**config.mk**
```make
export PLATFORM = sky130hd
export DESIGN_NAME = ivc_i2c_regs
export DESIGN_NICKNAME = d
export VERILOG_FILES = /design/src/pkg/ivc_pkg.sv /design/src/pkg/ivc_line_if.sv /design/src/hdl/ivc_line_sync.sv /design/src/hdl/ivc_i2c_regs.sv
export SDC_FILE = /design/constraint.sdc
export NUM_CORES = 1
export LEC_CHECK = 0
export BUFFER_PORTS_ARGS = -buffer_cell sky130_fd_sc_hd__clkbuf_2
export CAP_MARGIN = 20
export CORE_ASPECT_RATIO = 1.75
export CORE_UTILIZATION = 45
export CTS_CLUSTER_DIAMETER = 30
export DETAILED_ROUTE_END_ITERATION = 12
export SLEW_MARGIN = 20
export SYNTH_ARGS = -nofsm -noshare
export SYNTH_HDL_FRONTEND = slang
export SYNTH_SLANG_ARGS = --single-unit
```
**constraint.sdc**
```tcl
create_clock -name CORE_CLK -period 2.6 [get_ports CORE_CLK]
set_input_delay 0.78 -clock CORE_CLK [delete_from_list [all_inputs] [get_ports CORE_CLK]]
set_output_delay 0.78 -clock CORE_CLK [all_outputs]
set_load 0.02 [all_outputs]
```
**src/pkg/ivc_pkg.sv**
```systemverilog
// Shared constants, register layout and state codes for the control bank.
`default_nettype none
package ivc_pkg;
  // Register addresses carried in the register address byte.
  localparam logic [7:0] REG_OUTPUT_VOLTAGE_CODE      = 8'h00; // Output voltage code.
  localparam logic [7:0] REG_CTRL      = 8'h01; // Regulator control.
  // Default byte of the voltage register: parity 0, code 0110010.
  localparam logic [7:0] OUTPUT_VOLTAGE_CODE_RST      = 8'h32;
  // Control defaults: external mode, protection on, PWM, latch-off.
  localparam logic [7:0] CTRL_RST      = 8'h09;
  // Implemented control bits; the others read as zero.
  localparam logic [7:0] CTRL_MASK     = 8'h99;
  // Bit positions.
  localparam int         PAR_BIT       = 7;     // Stored parity bit.
  localparam int         CTRL_SEL_BIT  = 7;     // 1 = code drives target.
  localparam int         CTRL_PMSK_BIT = 4;     // 1 = blank protection.
  localparam int         CTRL_PWM_BIT  = 3;     // 1 = PWM at light load.
  localparam int         CTRL_LAT_BIT  = 0;     // 1 = latch-off mode.
  localparam int         CODE_W        = 7;     // Voltage code width.
  localparam logic [3:0] BYTE_BITS     = 4'h8;  // Bits per byte.
  localparam int         SYNC_W        = 11;    // Lines passing the syncs.
  // Link state machine, one-hot.
  typedef enum logic [8:0] {
    ST_IDLE  = 9'h001,  // Waiting for START.
    ST_ADDR  = 9'h002,  // Shifting the device address byte.
    ST_ACKA  = 9'h004,  // Acknowledging the address.
    ST_REG   = 9'h008,  // Shifting the register address byte.
    ST_ACKR  = 9'h010,  // Acknowledging the register address.
    ST_WDAT  = 9'h020,  // Shifting the write data byte.
    ST_ACKW  = 9'h040,  // Acknowledging the data.
    ST_RDAT  = 9'h080,  // Sending the read byte.
    ST_RACK  = 9'h100   // Master acknowledge slot after a read.
  } ivc_state_t;
endpackage : ivc_pkg
`default_nettype wire

```
**src/pkg/ivc_line_if.sv**
```systemverilog
// Synchronised link events and slow inputs passed to the register core.
`timescale 1ns/1ns
`default_nettype none
interface ivc_line_if;
  logic       scl_rise; // Clock line rose.
  logic       scl_fall; // Clock line fell.
  logic       start;    // START or repeated START seen.
  logic       stop;     // STOP seen.
  logic       sda;      // Synchronised data line level.
  logic       pwr_ok;   // Supply present and above lockout.
  logic       en;       // Enable input level.
  logic [6:0] ext_code; // Externally set voltage code.
  modport front (output scl_rise, scl_fall, start, stop, sda, pwr_ok, en,
                 ext_code);
  modport core  (input  scl_rise, scl_fall, start, stop, sda, pwr_ok, en,
                 ext_code);
endinterface : ivc_line_if
`default_nettype wire

```
**src/hdl/ivc_line_sync.sv**
```systemverilog
// Two-stage synchronisers and bus condition detection for the link pins.
`timescale 1ns/1ns
`default_nettype none
module ivc_line_sync
  import ivc_pkg::*;
(
  input  wire logic              clk,   // Core clock.
  input  wire logic              rst_n, // Asynchronous reset, active low.
  input  wire logic [SYNC_W-1:0] raw,   // {ext code, en, pwr, sda, scl}.
  ivc_line_if.front              lines  // Events toward the core.
);
  logic [SYNC_W-1:0] s1_r; // First stage, read only by the second.
  logic [SYNC_W-1:0] s2_r; // Second stage, safe to use.
  logic [1:0]        s3_r; // Previous SCL/SDA for edge detection.

  ////////////////////////////////////////////////////////////////////////////
  // Synchroniser chain; idle bus lines reset high so no false edge appears.
  always_ff @(posedge clk or negedge rst_n)
  begin
    if (!rst_n)
    begin
      s1_r <= {{(SYNC_W-2){1'b0}}, 2'h3};
      s2_r <= {{(SYNC_W-2){1'b0}}, 2'h3};
    end
    else
    begin
      s1_r <= raw;
      s2_r <= s1_r;
    end
  end

  // Delay stage for edge detection on the two link lines.
  always_ff @(posedge clk or negedge rst_n)
  begin
    if (!rst_n)
      s3_r <= 2'h3;
    else
      s3_r <= s2_r[1:0];
  end

  ////////////////////////////////////////////////////////////////////////////
  // Conditions: START and STOP need SCL steady high across the SDA edge.
  assign lines.scl_rise = s2_r[0] & ~s3_r[0];
  assign lines.scl_fall = ~s2_r[0] & s3_r[0];
  assign lines.start    = s2_r[0] & s3_r[0] & ~s2_r[1] & s3_r[1];
  assign lines.stop     = s2_r[0] & s3_r[0] & s2_r[1] & ~s3_r[1];
  assign lines.sda      = s2_r[1];
  assign lines.pwr_ok   = s2_r[2];
  assign lines.en       = s2_r[3];
  // The external code is quasi-static; a change may tear for one cycle.
  assign lines.ext_code = s2_r[SYNC_W-1:4];
endmodule : ivc_line_sync
`default_nettype wire

```
**src/hdl/ivc_i2c_regs.sv**
```systemverilog
// Serial target with the voltage code and regulator control registers.
//
// Overview of operation
// Voltage code powers up as 0110010.
// Select bit defaults external; 1 selects code.
// Writing select 0 returns to external control.
// Mask bit blanks protection on code changes.
// Light-load bit: 0 PFM, 1 PWM, default 1.
// Protection bit: 0 auto-recover, 1 latch, default 1.
// Power loss, lockout or disable restores defaults.
// Master sends XNOR of code bits as bit7.
// Bad parity: no ACK, code unchanged.
// Invalid control write leaves register unchanged.
// Master should resend after a parity NACK.
// Voltage read returns stored parity and code.
// Foreign address ignored, no ACK, await START.
// Valid data byte is ACKed and stored.
// Read sends eight bits, idles after STOP.
// New command acts within 27 clock periods.
// Register address byte precedes each data byte.
`timescale 1ns/1ns
`default_nettype none
module ivc_i2c_regs
  import ivc_pkg::*;
#(
  parameter logic [6:0] DEV_ADDR = 7'h2A // Target address, arbitrary value.
)
(
  input  wire logic                CORE_CLK,              // 50 MHz clock.
  input  wire logic                RST_N,                 // Async reset, low.
  input  wire logic                SCL_IN,                // Link clock pin.
  input  wire logic                SDA_IN,                // Data pin level.
  output logic                     SDA_OUT,               // Data drive value.
  output logic                     SDA_OE,                // High pulls low.
  input  wire logic                POWER_OK,              // Supply good.
  input  wire logic                ENABLE,                // Enable pin.
  input  wire logic [CODE_W-1:0]   EXT_VOLTAGE_CODE,      // External code.
  output logic [CODE_W-1:0]        OUTPUT_VOLTAGE_CODE,   // Stored code.
  output logic [CODE_W-1:0]        TARGET_VOLTAGE_CODE,   // Code in force.
  output logic                     VOLTAGE_FROM_CODE,     // Select bit.
  output logic                     PROT_MASK_ON_CHANGE,   // Mask bit.
  output logic                     PROT_BLANK,            // Protection off.
  output logic                     LIGHT_LOAD_PWM_SELECT, // Light-load mode.
  output logic                     PROT_LATCH_OFF         // Protection mode.
);
  ivc_line_if lines ();               // Synchronised events.
  ivc_state_t  state_r;               // Link state.
  logic [7:0]  shift_r;               // Received byte.
  logic [7:0]  tx_r;                  // Byte being sent.
  logic [3:0]  cnt_r;                 // Bits seen in this byte.
  logic        rw_r;                  // 1 = read transfer.
  logic        ptr_r;                 // Selected register.
  logic        sda_oe_r;              // Data line pulled low.
  logic [7:0]  output_voltage_code_r;                // Parity and voltage code.
  logic [7:0]  ctrl_r;                // Control register.
  logic [CODE_W-1:0] target_r;        // Code in force.
  logic        blank_r;               // Protection blanking pulse.
  logic        clear;                 // Restore defaults.
  logic        byte_done;             // Eighth bit ended on a falling edge.
  logic        addr_hit;              // Address byte names this target.
  logic        reg_ok;                // Register address is mapped.
  logic        par_ok;                // Parity bit matches the code.
  logic        wr_commit;             // Data byte accepted.

  ivc_line_sync u_sync (
    .clk   (CORE_CLK),
    .rst_n (RST_N),
    .raw   ({EXT_VOLTAGE_CODE, ENABLE, POWER_OK, SDA_IN, SCL_IN}),
    .lines (lines)
  );

  ////////////////////////////////////////////////////////////////////////////
  // Decode of the byte just received.
  assign clear     = ~lines.pwr_ok | ~lines.en;
  assign byte_done = lines.scl_fall & (cnt_r == BYTE_BITS);
  assign addr_hit  = (shift_r[7:1] == DEV_ADDR);
  assign reg_ok    = (shift_r == REG_OUTPUT_VOLTAGE_CODE) | (shift_r == REG_CTRL);
  // The master sends the XNOR of the code bits as the parity bit.
  assign par_ok    = (shift_r[PAR_BIT] == ~^shift_r[CODE_W-1:0]);
  // Control writes have no check, so they are always valid.
  assign wr_commit = (state_r == ST_WDAT) & byte_done & (ptr_r | par_ok);

  ////////////////////////////////////////////////////////////////////////////
  // Link state machine. START restarts from any state, STOP idles.
  always_ff @(posedge CORE_CLK or negedge RST_N)
  begin
    if (!RST_N)
      state_r <= ST_IDLE;
    else if (clear)
      state_r <= ST_IDLE;
    else if (lines.start)
      state_r <= ST_ADDR;
    else if (lines.stop)
      state_r <= ST_IDLE;
    else if (lines.scl_fall)
    begin
      case (state_r)
        ST_ADDR:
          if (byte_done)
            state_r <= addr_hit ? ST_ACKA : ST_IDLE;
        ST_ACKA:
          state_r <= rw_r ? ST_RDAT : ST_REG;
        ST_REG:
          if (byte_done)
            state_r <= reg_ok ? ST_ACKR : ST_IDLE;
        ST_ACKR:
          state_r <= ST_WDAT;
        ST_WDAT:
          if (byte_done)
            state_r <= wr_commit ? ST_ACKW : ST_IDLE;
        ST_ACKW:
          state_r <= ST_IDLE;
        ST_RDAT:
          if (byte_done)
            state_r <= ST_RACK;
        ST_RACK:
          state_r <= ST_IDLE;
        ST_IDLE:
          state_r <= ST_IDLE;
        default:
          state_r <= ST_IDLE;
      endcase
    end
  end

  // Bit counter and shifter; the acknowledge clock is never counted as data.
  always_ff @(posedge CORE_CLK or negedge RST_N)
  begin
    if (!RST_N)
    begin
      cnt_r   <= 4'h0;
      shift_r <= 8'h00;
    end
    else if (lines.start || (lines.scl_fall && (cnt_r == BYTE_BITS ||
             state_r inside {ST_ACKA, ST_ACKR, ST_ACKW, ST_RACK})))
      cnt_r <= 4'h0;
    else if (lines.scl_rise)
    begin
      cnt_r   <= cnt_r + 4'h1;
      shift_r <= {shift_r[6:0], lines.sda};
    end
  end

  // Direction bit and register pointer; the pointer survives a restart.
  always_ff @(posedge CORE_CLK or negedge RST_N)
  begin
    if (!RST_N)
    begin
      rw_r  <= 1'b0;
      ptr_r <= 1'b0;
    end
    else if (state_r == ST_ADDR && byte_done)
      rw_r <= shift_r[0];
    else if (state_r == ST_REG && byte_done && reg_ok)
      ptr_r <= shift_r[0];
  end

  ////////////////////////////////////////////////////////////////////////////
  // Data line drive. Changes follow SCL falling edges so the master sees
  // stable data while SCL is high.
  always_ff @(posedge CORE_CLK or negedge RST_N)
  begin
    if (!RST_N)
    begin
      sda_oe_r <= 1'b0;
      tx_r     <= 8'h00;
    end
    else if (clear || lines.start || lines.stop)
      sda_oe_r <= 1'b0;
    else if (lines.scl_fall)
    begin
      case (state_r)
        ST_ADDR:
          sda_oe_r <= byte_done & addr_hit;
        ST_REG:
          sda_oe_r <= byte_done & reg_ok;
        ST_WDAT:
          sda_oe_r <= wr_commit;
        ST_ACKA:
          if (rw_r)
          begin
            // A voltage register read returns the stored parity with the code.
            tx_r     <= ptr_r ? (ctrl_r & CTRL_MASK) : output_voltage_code_r;
            sda_oe_r <= ptr_r ? ~ctrl_r[CTRL_SEL_BIT] : ~output_voltage_code_r[PAR_BIT];
          end
          else
            sda_oe_r <= 1'b0;
        ST_RDAT:
          if (byte_done)
            sda_oe_r <= 1'b0;
          else
          begin
            tx_r     <= {tx_r[6:0], 1'b0};
            sda_oe_r <= ~tx_r[6];
          end
        default:
          sda_oe_r <= 1'b0;
      endcase
    end
  end

  ////////////////////////////////////////////////////////////////////////////
  // Voltage register. Accepted at the eighth falling edge of the data
  // byte, 26 clock periods after the start, inside the response limit.
  always_ff @(posedge CORE_CLK or negedge RST_N)
  begin
    if (!RST_N)
      output_voltage_code_r <= OUTPUT_VOLTAGE_CODE_RST;
    else if (clear)
      output_voltage_code_r <= OUTPUT_VOLTAGE_CODE_RST;
    else if (wr_commit && !ptr_r)
      output_voltage_code_r <= shift_r;
  end

  // Control register; a clear write of the select bit always takes hold.
  always_ff @(posedge CORE_CLK or negedge RST_N)
  begin
    if (!RST_N)
      ctrl_r <= CTRL_RST;
    else if (clear)
      ctrl_r <= CTRL_RST;
    else if (wr_commit && ptr_r)
      ctrl_r <= shift_r & CTRL_MASK;
  end

  // Code in force, and blanking pulse when it moves with masking set.
  always_ff @(posedge CORE_CLK or negedge RST_N)
  begin
    if (!RST_N)
    begin
      target_r <= OUTPUT_VOLTAGE_CODE_RST[CODE_W-1:0];
      blank_r  <= 1'b0;
    end
    else
    begin
      target_r <= ctrl_r[CTRL_SEL_BIT] ? output_voltage_code_r[CODE_W-1:0]
                                       : lines.ext_code;
      blank_r  <= ctrl_r[CTRL_PMSK_BIT] &
                  (target_r != (ctrl_r[CTRL_SEL_BIT] ?
                   output_voltage_code_r[CODE_W-1:0] : lines.ext_code));
    end
  end

  assign SDA_OUT               = 1'b0;
  assign SDA_OE                = sda_oe_r;
  assign OUTPUT_VOLTAGE_CODE   = output_voltage_code_r[CODE_W-1:0];
  assign TARGET_VOLTAGE_CODE   = target_r;
  assign VOLTAGE_FROM_CODE     = ctrl_r[CTRL_SEL_BIT];
  assign PROT_MASK_ON_CHANGE   = ctrl_r[CTRL_PMSK_BIT];
  assign PROT_BLANK            = blank_r;
  assign LIGHT_LOAD_PWM_SELECT = ctrl_r[CTRL_PWM_BIT];
  assign PROT_LATCH_OFF        = ctrl_r[CTRL_LAT_BIT];
endmodule : ivc_i2c_regs
`default_nettype wire

```
## Yosys cells after proc, flatten, opt, wreduce, memory -nomap -nowiden

Cells that the tools add are included.

- $add $sub $neg: 1
- Reduce and logical (&&, ||, !) cells: 24
- Bitwise operators: 28
- Eq/ne operators: 19
- Multiplexer cells: 30

Operators by type and width:

| kind | count |
|---|---|
| 9-bit 2-to-1 mux | 8 |
| 9-bit one-hot mux with 6 select lines | 1 |
| 8-bit 2-to-1 mux | 5 |
| 7-bit 2-to-1 mux | 5 |
| 5-bit inequality test, second input constant | 4 |
| 7-bit one-hot mux with 2 select lines | 1 |
| 1-bit AND | 13 |
| 1-bit inverter | 12 |
| 5-bit AND reduction | 2 |
| 2-bit nonzero test | 5 |
| 9-bit by 2-bit == test with 1-bit output, second input constant | 1 |
| 9-bit by 3-bit == test with 1-bit output, second input constant | 1 |
| 9-bit by 4-bit == test with 1-bit output, second input constant | 1 |
| 9-bit by 5-bit == test with 1-bit output, second input constant | 1 |
| 9-bit by 6-bit == test with 1-bit output, second input constant | 1 |
| 9-bit by 7-bit == test with 1-bit output, second input constant | 1 |
| 9-bit by 8-bit == test with 1-bit output, second input constant | 1 |
| 9-bit == test, second input constant | 1 |
| 8-bit by 1-bit == test with 1-bit output, second input constant | 1 |
| 8-bit zero test | 1 |
| 4-bit 2-to-1 mux | 2 |
| 4-bit nonzero test | 2 |
| 7-bit by 6-bit == test with 1-bit output, second input constant | 1 |
| 7-bit inequality test | 1 |
| 14 further kinds | 30 |

- Output and inout bits: 21
- Word-level logic and storage cells: 116
- Bits in registers: 79

## Depth between registers and ports, before layout

Gate-level depths: netlist of run 1.

- Depth in word-level cells: 12
- Gate-level depth with buffers: 8

## Hierarchy

From an unflattened synthesis of run 1, not the netlist that was laid out.

- Cells, all modules: 290
- Area, all modules: 3499.6 um^2

Modules (own cells, without submodules):

| module | sequential area each (um^2) | instances | cells each | area an instance (um^2) |
|---|---|---|---|---|
| ivc_i2c_regs | 1287.5 | 1 | 255 | 2806.4 |
| ivc_line_sync | 608.1 | 1 | 35 | 693.2 |

## Worst setup path before layout of run 1

No wires, ideal clock.

- Path type: register to register
- Start: register shift_r[0]
- End: register output_voltage_code_r[0]
- Stages on the path, launching flop included: 8
- Arrival time: 2.013 ns
- Path slack: 0.456 ns
- Buffers on the path: 0
- Cells stage by stage: dfrtp_1 inv_1 ha_1 xnor3_1 xnor2_1 nor4_4 mux2i_1 nor2_1

- Word-level cells in the longest chain between the ends: 6

Ends and longest elaborated chain:

| what | line | RTL |
|---|---|---|
| from (decl) | ivc_i2c_regs.sv:48 | `logic [7:0] shift_r;` |
| from (signal assigned) | ivc_i2c_regs.sv:140 | `shift_r <= {shift_r[6:0], lines.sda};` |
| 7-bit XNOR reduction | ivc_i2c_regs.sv:79 | `assign par_ok = (shift_r[PAR_BIT] == ~^shift_r[CODE_W-1:0]);` |
| 1-bit == test | ivc_i2c_regs.sv:79 |  |
| 1-bit bitwise OR | ivc_i2c_regs.sv:81 | `assign wr_commit = (state_r == ST_WDAT) & byte_done & (ptr_r \| par_ok);` |
| 1-bit AND | ivc_i2c_regs.sv:81 |  |
| 1-bit logical AND | ivc_i2c_regs.sv:211 | `else if (wr_commit && !ptr_r)` |
| 2-bit nonzero test (no source line) | -- |  |
| to (signal assigned) | ivc_i2c_regs.sv:212 | `output_voltage_code_r <= shift_r;` |
| to (decl) | ivc_i2c_regs.sv:54 | `logic [7:0] output_voltage_code_r;` |

Parallel ways exist; a longest one is shown, timed or not. The select of a mux whose other input is x is not followed.
A chain may end at the register's enable or synchronous reset.

## Worst setup path in the final report of run 1

- Start: register shift_r[0]
- End: register sda_oe_r (netlist: SDA_OE)

- Word-level cells in the longest chain between the ends: 7

Ends and longest elaborated chain:

| what | line | RTL |
|---|---|---|
| 7-bit XNOR reduction | ivc_i2c_regs.sv:79 |  |
| 1-bit == test | ivc_i2c_regs.sv:79 |  |
| 1-bit bitwise OR | ivc_i2c_regs.sv:81 |  |
| 1-bit AND | ivc_i2c_regs.sv:81 |  |
| 1-bit one-hot mux with 5 select lines (*) | ivc_i2c_regs.sv:172 | `case (state_r)` |
| 1-bit 2-to-1 mux (*) | ivc_i2c_regs.sv:170 | `else if (lines.scl_fall)` |
| 1-bit 2-to-1 mux (*) | ivc_i2c_regs.sv:168 | `else if (clear \|\| lines.start \|\| lines.stop)` |
| to (signal assigned) | ivc_i2c_regs.sv:174 | `sda_oe_r <= byte_done & addr_hit;` |
| to (signal assigned) | ivc_i2c_regs.sv:176 | `sda_oe_r <= byte_done & reg_ok;` |
| to (signal assigned) | ivc_i2c_regs.sv:178 | `sda_oe_r <= wr_commit;` |
| to (decl) | ivc_i2c_regs.sv:53 | `logic sda_oe_r;` |

Every way passes the cells marked *; elsewhere a longest branch is shown, timed or not. The select of a mux whose other input is x is not followed.

==> impl_metrics.yaml, run 1 <==
power:
  worst_ir_drop_vdd_uv: 564
  power_density_nw_per_um2: 679
  design_power_total_mw: 2.70
  p_leak_nw: 1.72
cts:
  ctsResizeCount: 0
  clock_sinks: 75
  cts-root-buf: "clkbuf_16"
  cts_tree: "done"
  cts_hold_buf: 0
  clock_path_buffers: 2
  post-cts-setup-buffers: 0
  h-tree-depth: 3
  clkLatencyLatePin_ns: 0.33
  clk_pin_slew_worst_paths_ns: 0.06
  cts_buffers: 9
grt:
  grt_pass1_wl_um: 12200
  grt-ovfl-total: 0
  grt.total_usage_pct: 20.8
  antenna_found_initial: 0
  grt_pass1_vias: 2477
  grt_max_degree: 44
floorplan:
  die-width_um: 68.7
  core_sq_um: 7570
  die_area_sq_um: 8150
  fp-row-count: 42
  dieHeight_um: 119
  start_util_pct: 46.2
  io_pins: 34
sta:
  tightest_slew_ns: 0.640
  clock_skew_ns: 0.00619
  finalSetupViolations: 0
  hold_violations: 0
  min_period_ns: 2.38
  period_share_pct: 91.4
  fmax_mhz: 421
  slew_violations: 0
  rsz0062_at_grt: "false"
  setup_tns_ns: 0
  max_slew_margin_pct: 57.2
logic_synthesis:
  synthFlopType: "dfrtp_1"
  yosys_warnings: 0
  netlist_area_sq_um: 3500
  avgSynthCellArea_sq_um: 11.1
  ys_seq_elements: 75
  synth.distinct_cells: 59
  netlist_instances: 314
  synth_edf_count: 0
  yosysSeqAreaShare_pct: 54.2
  async_flop_share_pct: 100
  synth_nets: 333
job:
  cap_violations: 0
final_layout:
  nets: 360
  fillers: 705
  antennaDiodeCount: 0
  syn_to_final_growth_pct: 13.4
  layout-drive-gt1-share_pct: 26.6
critical_path:
  cp_max_fo: 5
  reg2regPathDepth: 7
  crit_path_end_kind: "flip-flop"
  critPathKind: "reg2reg"
  start_kind: "flip-flop"
  worstPathRequired_ns: 2.80
  crit_arrival_ns: 2.58
routing:
  vias: 2448
  avgRoutedWirePerCell_um: 16.6
  wl_um: 7190
  ant_nets: 0
  drtIter0Drc: 157
  drcViolationCount: 0
  first_pass_iters: 4
  drt-vias-per-instance: 5.64
place:
  gp_congestion: 0.888
  port_buffers: 32
  dp_hpwl_um: 5350
worst_hold_path:
  whs_path_depth: 0
  hold_path_class: "reg2reg"
run_status:
  status: "finished, final reports clean"
kinds of logic after synthesis:
family	count (synthesis)	share of synthesized area [%]
compound gates	54	10.7
xor+xnor	14	3.90
fa+ha+maj	6	2.15
buf+inv	37	5.29
flops	75	54.2
mux	26	7.87
other cells	1	0.107
simple gates	101	15.8
sequential cells by signal, summed over array words and instances, names as in the netlist, 4 cells and up:
signal,flops
state_r,9
u_sync.s1_r,11
TARGET_VOLTAGE_CODE,7
tx_r,7
cnt_r,4
output_voltage_code_r,8
shift_r,8
ctrl_r,4
u_sync.s2_r,11
routing by layer:
layer  global-route usage, %  vias to the layer above  part of all wire (%)
li1                        -                     1143                     -
met4                    12.0                        0                   3.9
met2                    33.6                       63                    54
met5                       0                        -                     0
met1                    24.5                     1219                    39
met3                    4.25                       23                   3.3
power breakdown:
part	internal [mW]	total [mW]	switching [mW]
Sequential	1.24	1.29	0.0565
Clock	0.641	1.11	0.474
Combinational	0.126	0.288	0.162
stage by stage:
step                      cell area [sq um]  hold slack (ns)  instances  util (%)  setup WS, ns
final                                  3970            0.350        434      52.5         0.225
after detailed placement               3700            0.339        418      48.9         0.234
after floorplan                        3500            0.331        314         -         0.456
after global routing                   3970            0.357        434      52.5        0.0906
after CTS                              3970            0.353        434      52.5         0.215
after global placement                 3700            0.334        418      48.9         0.253
cells in the mapped netlist (7+ instances only):
library cell	n	area, sq um
o21ai_0	12	60.1
nand2_1	30	113
clkbuf_1	10	37.5
mux2i_1	14	140
inv_1	15	56.3
buf_4	8	60.1
o21ai_1	10	50.1
nor2_1	24	90.1
mux2_2	12	135
dfstp_2	15	394
dfrtp_1	60	1500
xor2_1	7	61.3
cell type report:
class,instances,area [sq um],share of cell area [%]
Inverter,15,56.3,1.42
Sequential cell,75,1900,47.7
Timing Repair Buffer,38,220,5.55
Clock buffer,9,225,5.67
Multi-Input combinational cell,202,1420,35.7
Clock inverter,7,43.8,1.10
Tap cell,88,110,2.77
final timing paths:
path / from / end / slack [ns]
worst max-delay path: shift_r[0]$_DFFE_PN0P_ / SDA_OE$_DFFE_PN0P_ / 0.22
worst min-delay path: u_sync.s1_r[7]$_DFF_PN0_ / u_sync.s2_r[7]$_DFF_PN0_ / 0.35
min in group asynchronous: RST_N / state_r[1]$_DFFE_PN0P_ / 0.39
max in group asynchronous: RST_N / TARGET_VOLTAGE_CODE[4]$_DFF_PN1_ / 1.57
worst min register to register: u_sync.s1_r[7]$_DFF_PN0_ / u_sync.s2_r[7]$_DFF_PN0_ / 0.35
worst max register to register: shift_r[0]$_DFFE_PN0P_ / SDA_OE$_DFFE_PN0P_ / 0.22
worst max-delay path: stages (launching register included):
cell,delay (ns)
dfrtp_1,0.39
inv_1,0.12
ha_1,0.32
xnor3_1,0.35
xnor2_1,0.37
a211oi_1,0.14
a2111oi_0,0.45
o21ai_1,0.10
cells in the final DEF (no fill, tap or decap), drive strengths merged, types with 2 or more instances in the layout:
cell	n
dfrtp	60
clkbuf	40
nand2	30
nor2	24
o21ai	22
inv	16
dfstp	15
mux2i	14
mux2	12
xor2	7
buf	7
nor3	7
xnor2	6
ha	6
nand4	6
a31oi	6
nand3	5
o2bb2ai	5
nor4	5
nand2b	4
o211ai	4
clkinv	4
or3	4
o31ai	3
o41a	2
nor2b	2
or3b	2
nor4bb	2
a21oi	2
clkinvlp	2
or2	2
No activity file was read; power rests on OpenSTA's default activity.
==> inputs of run 2 (changes only) <==
--- a/config.mk
+++ b/config.mk
@@ -5,12 +5,12 @@
 export SDC_FILE = /design/constraint.sdc
 export NUM_CORES = 1
 export LEC_CHECK = 0
-export BUFFER_PORTS_ARGS = -buffer_cell sky130_fd_sc_hd__clkbuf_2
 export CAP_MARGIN = 20
 export CORE_ASPECT_RATIO = 1.75
 export CORE_UTILIZATION = 45
 export CTS_CLUSTER_DIAMETER = 30
 export DETAILED_ROUTE_END_ITERATION = 12
+export DONT_BUFFER_PORTS = 1
 export SLEW_MARGIN = 20
 export SYNTH_ARGS = -nofsm -noshare
 export SYNTH_HDL_FRONTEND = slang
==> run 2 against run 1 <==
Wire length stayed put; combinational power is 16% lower; die area stayed put; total power is 4.2% higher; global-route usage is 0.23 points lower; largest power group unchanged; register-to-register slack better by 0.02 ns; largest cell class unchanged; cell count is 6.7% lower; critical path type unchanged; clock-buffer cell count stayed put; utilization is 1.5 points lower; clock power is 14% higher; via count is 8.4% lower.
==> impl_metrics.yaml, run 2 (synthesis gave the netlist of run 1 again) <==
floorplan:
  die_area_sq_um: 8150
  io_pins: 34
  start_util_pct: 46.2
  core_sq_um: 7570
  die-width_um: 68.7
  fp-row-count: 42
  dieHeight_um: 119
power:
  worst_ir_drop_vdd_uv: 581
  swShare_pct: 25.0
  pwr-share-seq_pct: 46.3
  intPower_mw: 2.11
  pwr-share-comb_pct: 8.6
  design_power_total_mw: 2.81
  power_density_nw_per_um2: 729
  switchingPower_mw: 0.703
  p_leak_nw: 1.61
  clockPowerShare_pct: 45.1
cts:
  clock_path_buffers: 2
  h-tree-depth: 3
  cts_buffers: 9
  clkLatencyLatePin_ns: 0.33
  cts_hold_buf: 0
  clk_pin_slew_worst_paths_ns: 0.06
  ctsResizeCount: 0
  post-cts-setup-buffers: 0
  cts_tree: "done"
  cts-root-buf: "clkbuf_16"
  clock_sinks: 75
final_layout:
  syn_to_final_growth_pct: 10.2
  final_cell_mix: "dfrtp_1, nand2_1, nor2_1, dfstp_2, inv_1"
  antennaDiodeCount: 0
  fillers: 705
  final_cell_area_sq_um: 3860
  reg_top3: "u_sync.s1_r x11, u_sync.s2_r x11, state_r x9"
  final_common_cell: "dfrtp_1"
  layout-drive-gt1-share_pct: 19.9
  nets: 331
sta:
  fin_ws_ns: 0.243
  fmax_mhz: 424
  hold_violations: 0
  setup_tns_ns: 0
  max_slew_margin_pct: 41.7
  finalSetupViolations: 0
  slew_violations: 0
  clock_skew_ns: 0.00813
  rsz0062_at_grt: "false"
  min_period_ns: 2.36
  period_share_pct: 90.7
  tightest_slew_ns: 0.868
  whs_ns: 0.135
routing:
  drcViolationCount: 0
  first_pass_iters: 4
  drtIter0Drc: 197
  vias: 2243
  avgRoutedWirePerCell_um: 17.7
  drt-vias-per-instance: 5.54
  wl_um: 7190
  ant_nets: 0
critical_path:
  cp_num_buf_inv: 1
  cp_max_fo: 5
  critPathSlowestCell: "dfrtp_1"
  start_kind: "flip-flop"
  worstPathCellList: "inv_1 > ha_1 > xnor3_1 > xnor2_1 > a211oi_1 > a2111oi_0 > o21ai_1"
  crit_family: "XOR/XNOR gates"
  reg2reg_slack_ns: 0.24
  r2r_start: "shift_r[0]$_DFFE_PN0P_"
  crit_path_end_kind: "flip-flop"
  critical_path.max_stage_delay_ns: 0.41
  worstPathRequired_ns: 2.81
  rr_endpoint: "SDA_OE$_DFFE_PN0P_"
  critPathKind: "reg2reg"
  reg2regPathDepth: 7
  crit_arrival_ns: 2.57
place:
  dp_hpwl_um: 5210
  gp_congestion: 0.929
  post-place-ws_ns: 0.243
  postPlaceCellArea_sq_um: 3550
  port_buffers: 0
grt:
  grt.total_usage_pct: 20.5
  grt_max_degree: 76
  antenna_found_initial: 0
  grt_pass1_vias: 2403
  grt-ovfl-total: 0
  grt_pass1_wl_um: 12000
job:
  cap_violations: 0
run_status:
  status: "finished, final reports clean"
worst_hold_path:
  hold_path_class: "in2async"
## run 2: cell count changes in the layout (fill, tap and decap cells not counted)
cell / before / now
buf_12: 1 / 0
bufinv_16: 0 / 1
inv_6: 1 / 2
inv_8: 0 / 1
clkbuf_2: 31 / 0
clkinv_4: 0 / 1
buf_4: 6 / 9
clkinv_2: 4 / 0
## run 2: power groups by stage
stage                     Combinational (mW)  Clock [mW]  Sequential (mW)
after floorplan                        0.206           0             1.30
after global placement                 0.241           0             1.32
after detailed placement               0.242           0             1.32
after CTS                              0.244        1.29             1.30
after global routing                   0.268        1.34             1.31
final                                  0.242        1.27             1.30
## run 2: worst max-delay path by stage
stage / start / cells after the start / end
finish: shift_r[0]$_DFFE_PN0P_ / 7 / SDA_OE$_DFFE_PN0P_
global route: state_r[5]$_DFFE_PN0P_ / 5 / state_r[4]$_DFFE_PN0P_
CTS: shift_r[0]$_DFFE_PN0P_ / 7 / SDA_OE$_DFFE_PN0P_
detailed placement: shift_r[0]$_DFFE_PN0P_ / 7 / SDA_OE$_DFFE_PN0P_
global placement: shift_r[0]$_DFFE_PN0P_ / 7 / SDA_OE$_DFFE_PN0P_
floorplan: shift_r[0]$_DFFE_PN0P_ / 7 / output_voltage_code_r[0]$_DFFE_PN0P_
## run 2: layer usage
metal | global-route usage, % | part of all wire, % | vias to the layer above
li1 | - | - | 1084
met3 | 4.92 | 3.8 | 14
met5 | 0 | 0 | -
met4 | 10.8 | 3.2 | 0
met1 | 24.5 | 40 | 1099
met2 | 33.0 | 53 | 46
## run 2: final cells by class
cell class	count	area, sq um	area share, %
timing repair buffer	9	67.6	1.75
clock buffer	9	225	5.84
multi-input combinational	202	1420	36.8
sequential	75	1900	49.2
clock inverter	7	82.6	2.14
inverter	15	56.3	1.46
tap	88	110	2.86
## run 2: worst register-to-register path, cell delays in order, from the launching register on
cell,delay (ns)
dfrtp_1,0.41
inv_1,0.13
ha_1,0.32
xnor3_1,0.35
xnor2_1,0.37
a211oi_1,0.16
a2111oi_0,0.38
o21ai_1,0.12
## run 2: per-stage QoR
stage	utilization, %	cells
3_5_place_dp	46.9	389
2_1_floorplan	-	314
3_3_place_gp	46.9	389
5_1_grt	51.0	405
6_report	51.0	405
4_1_cts	51.0	405
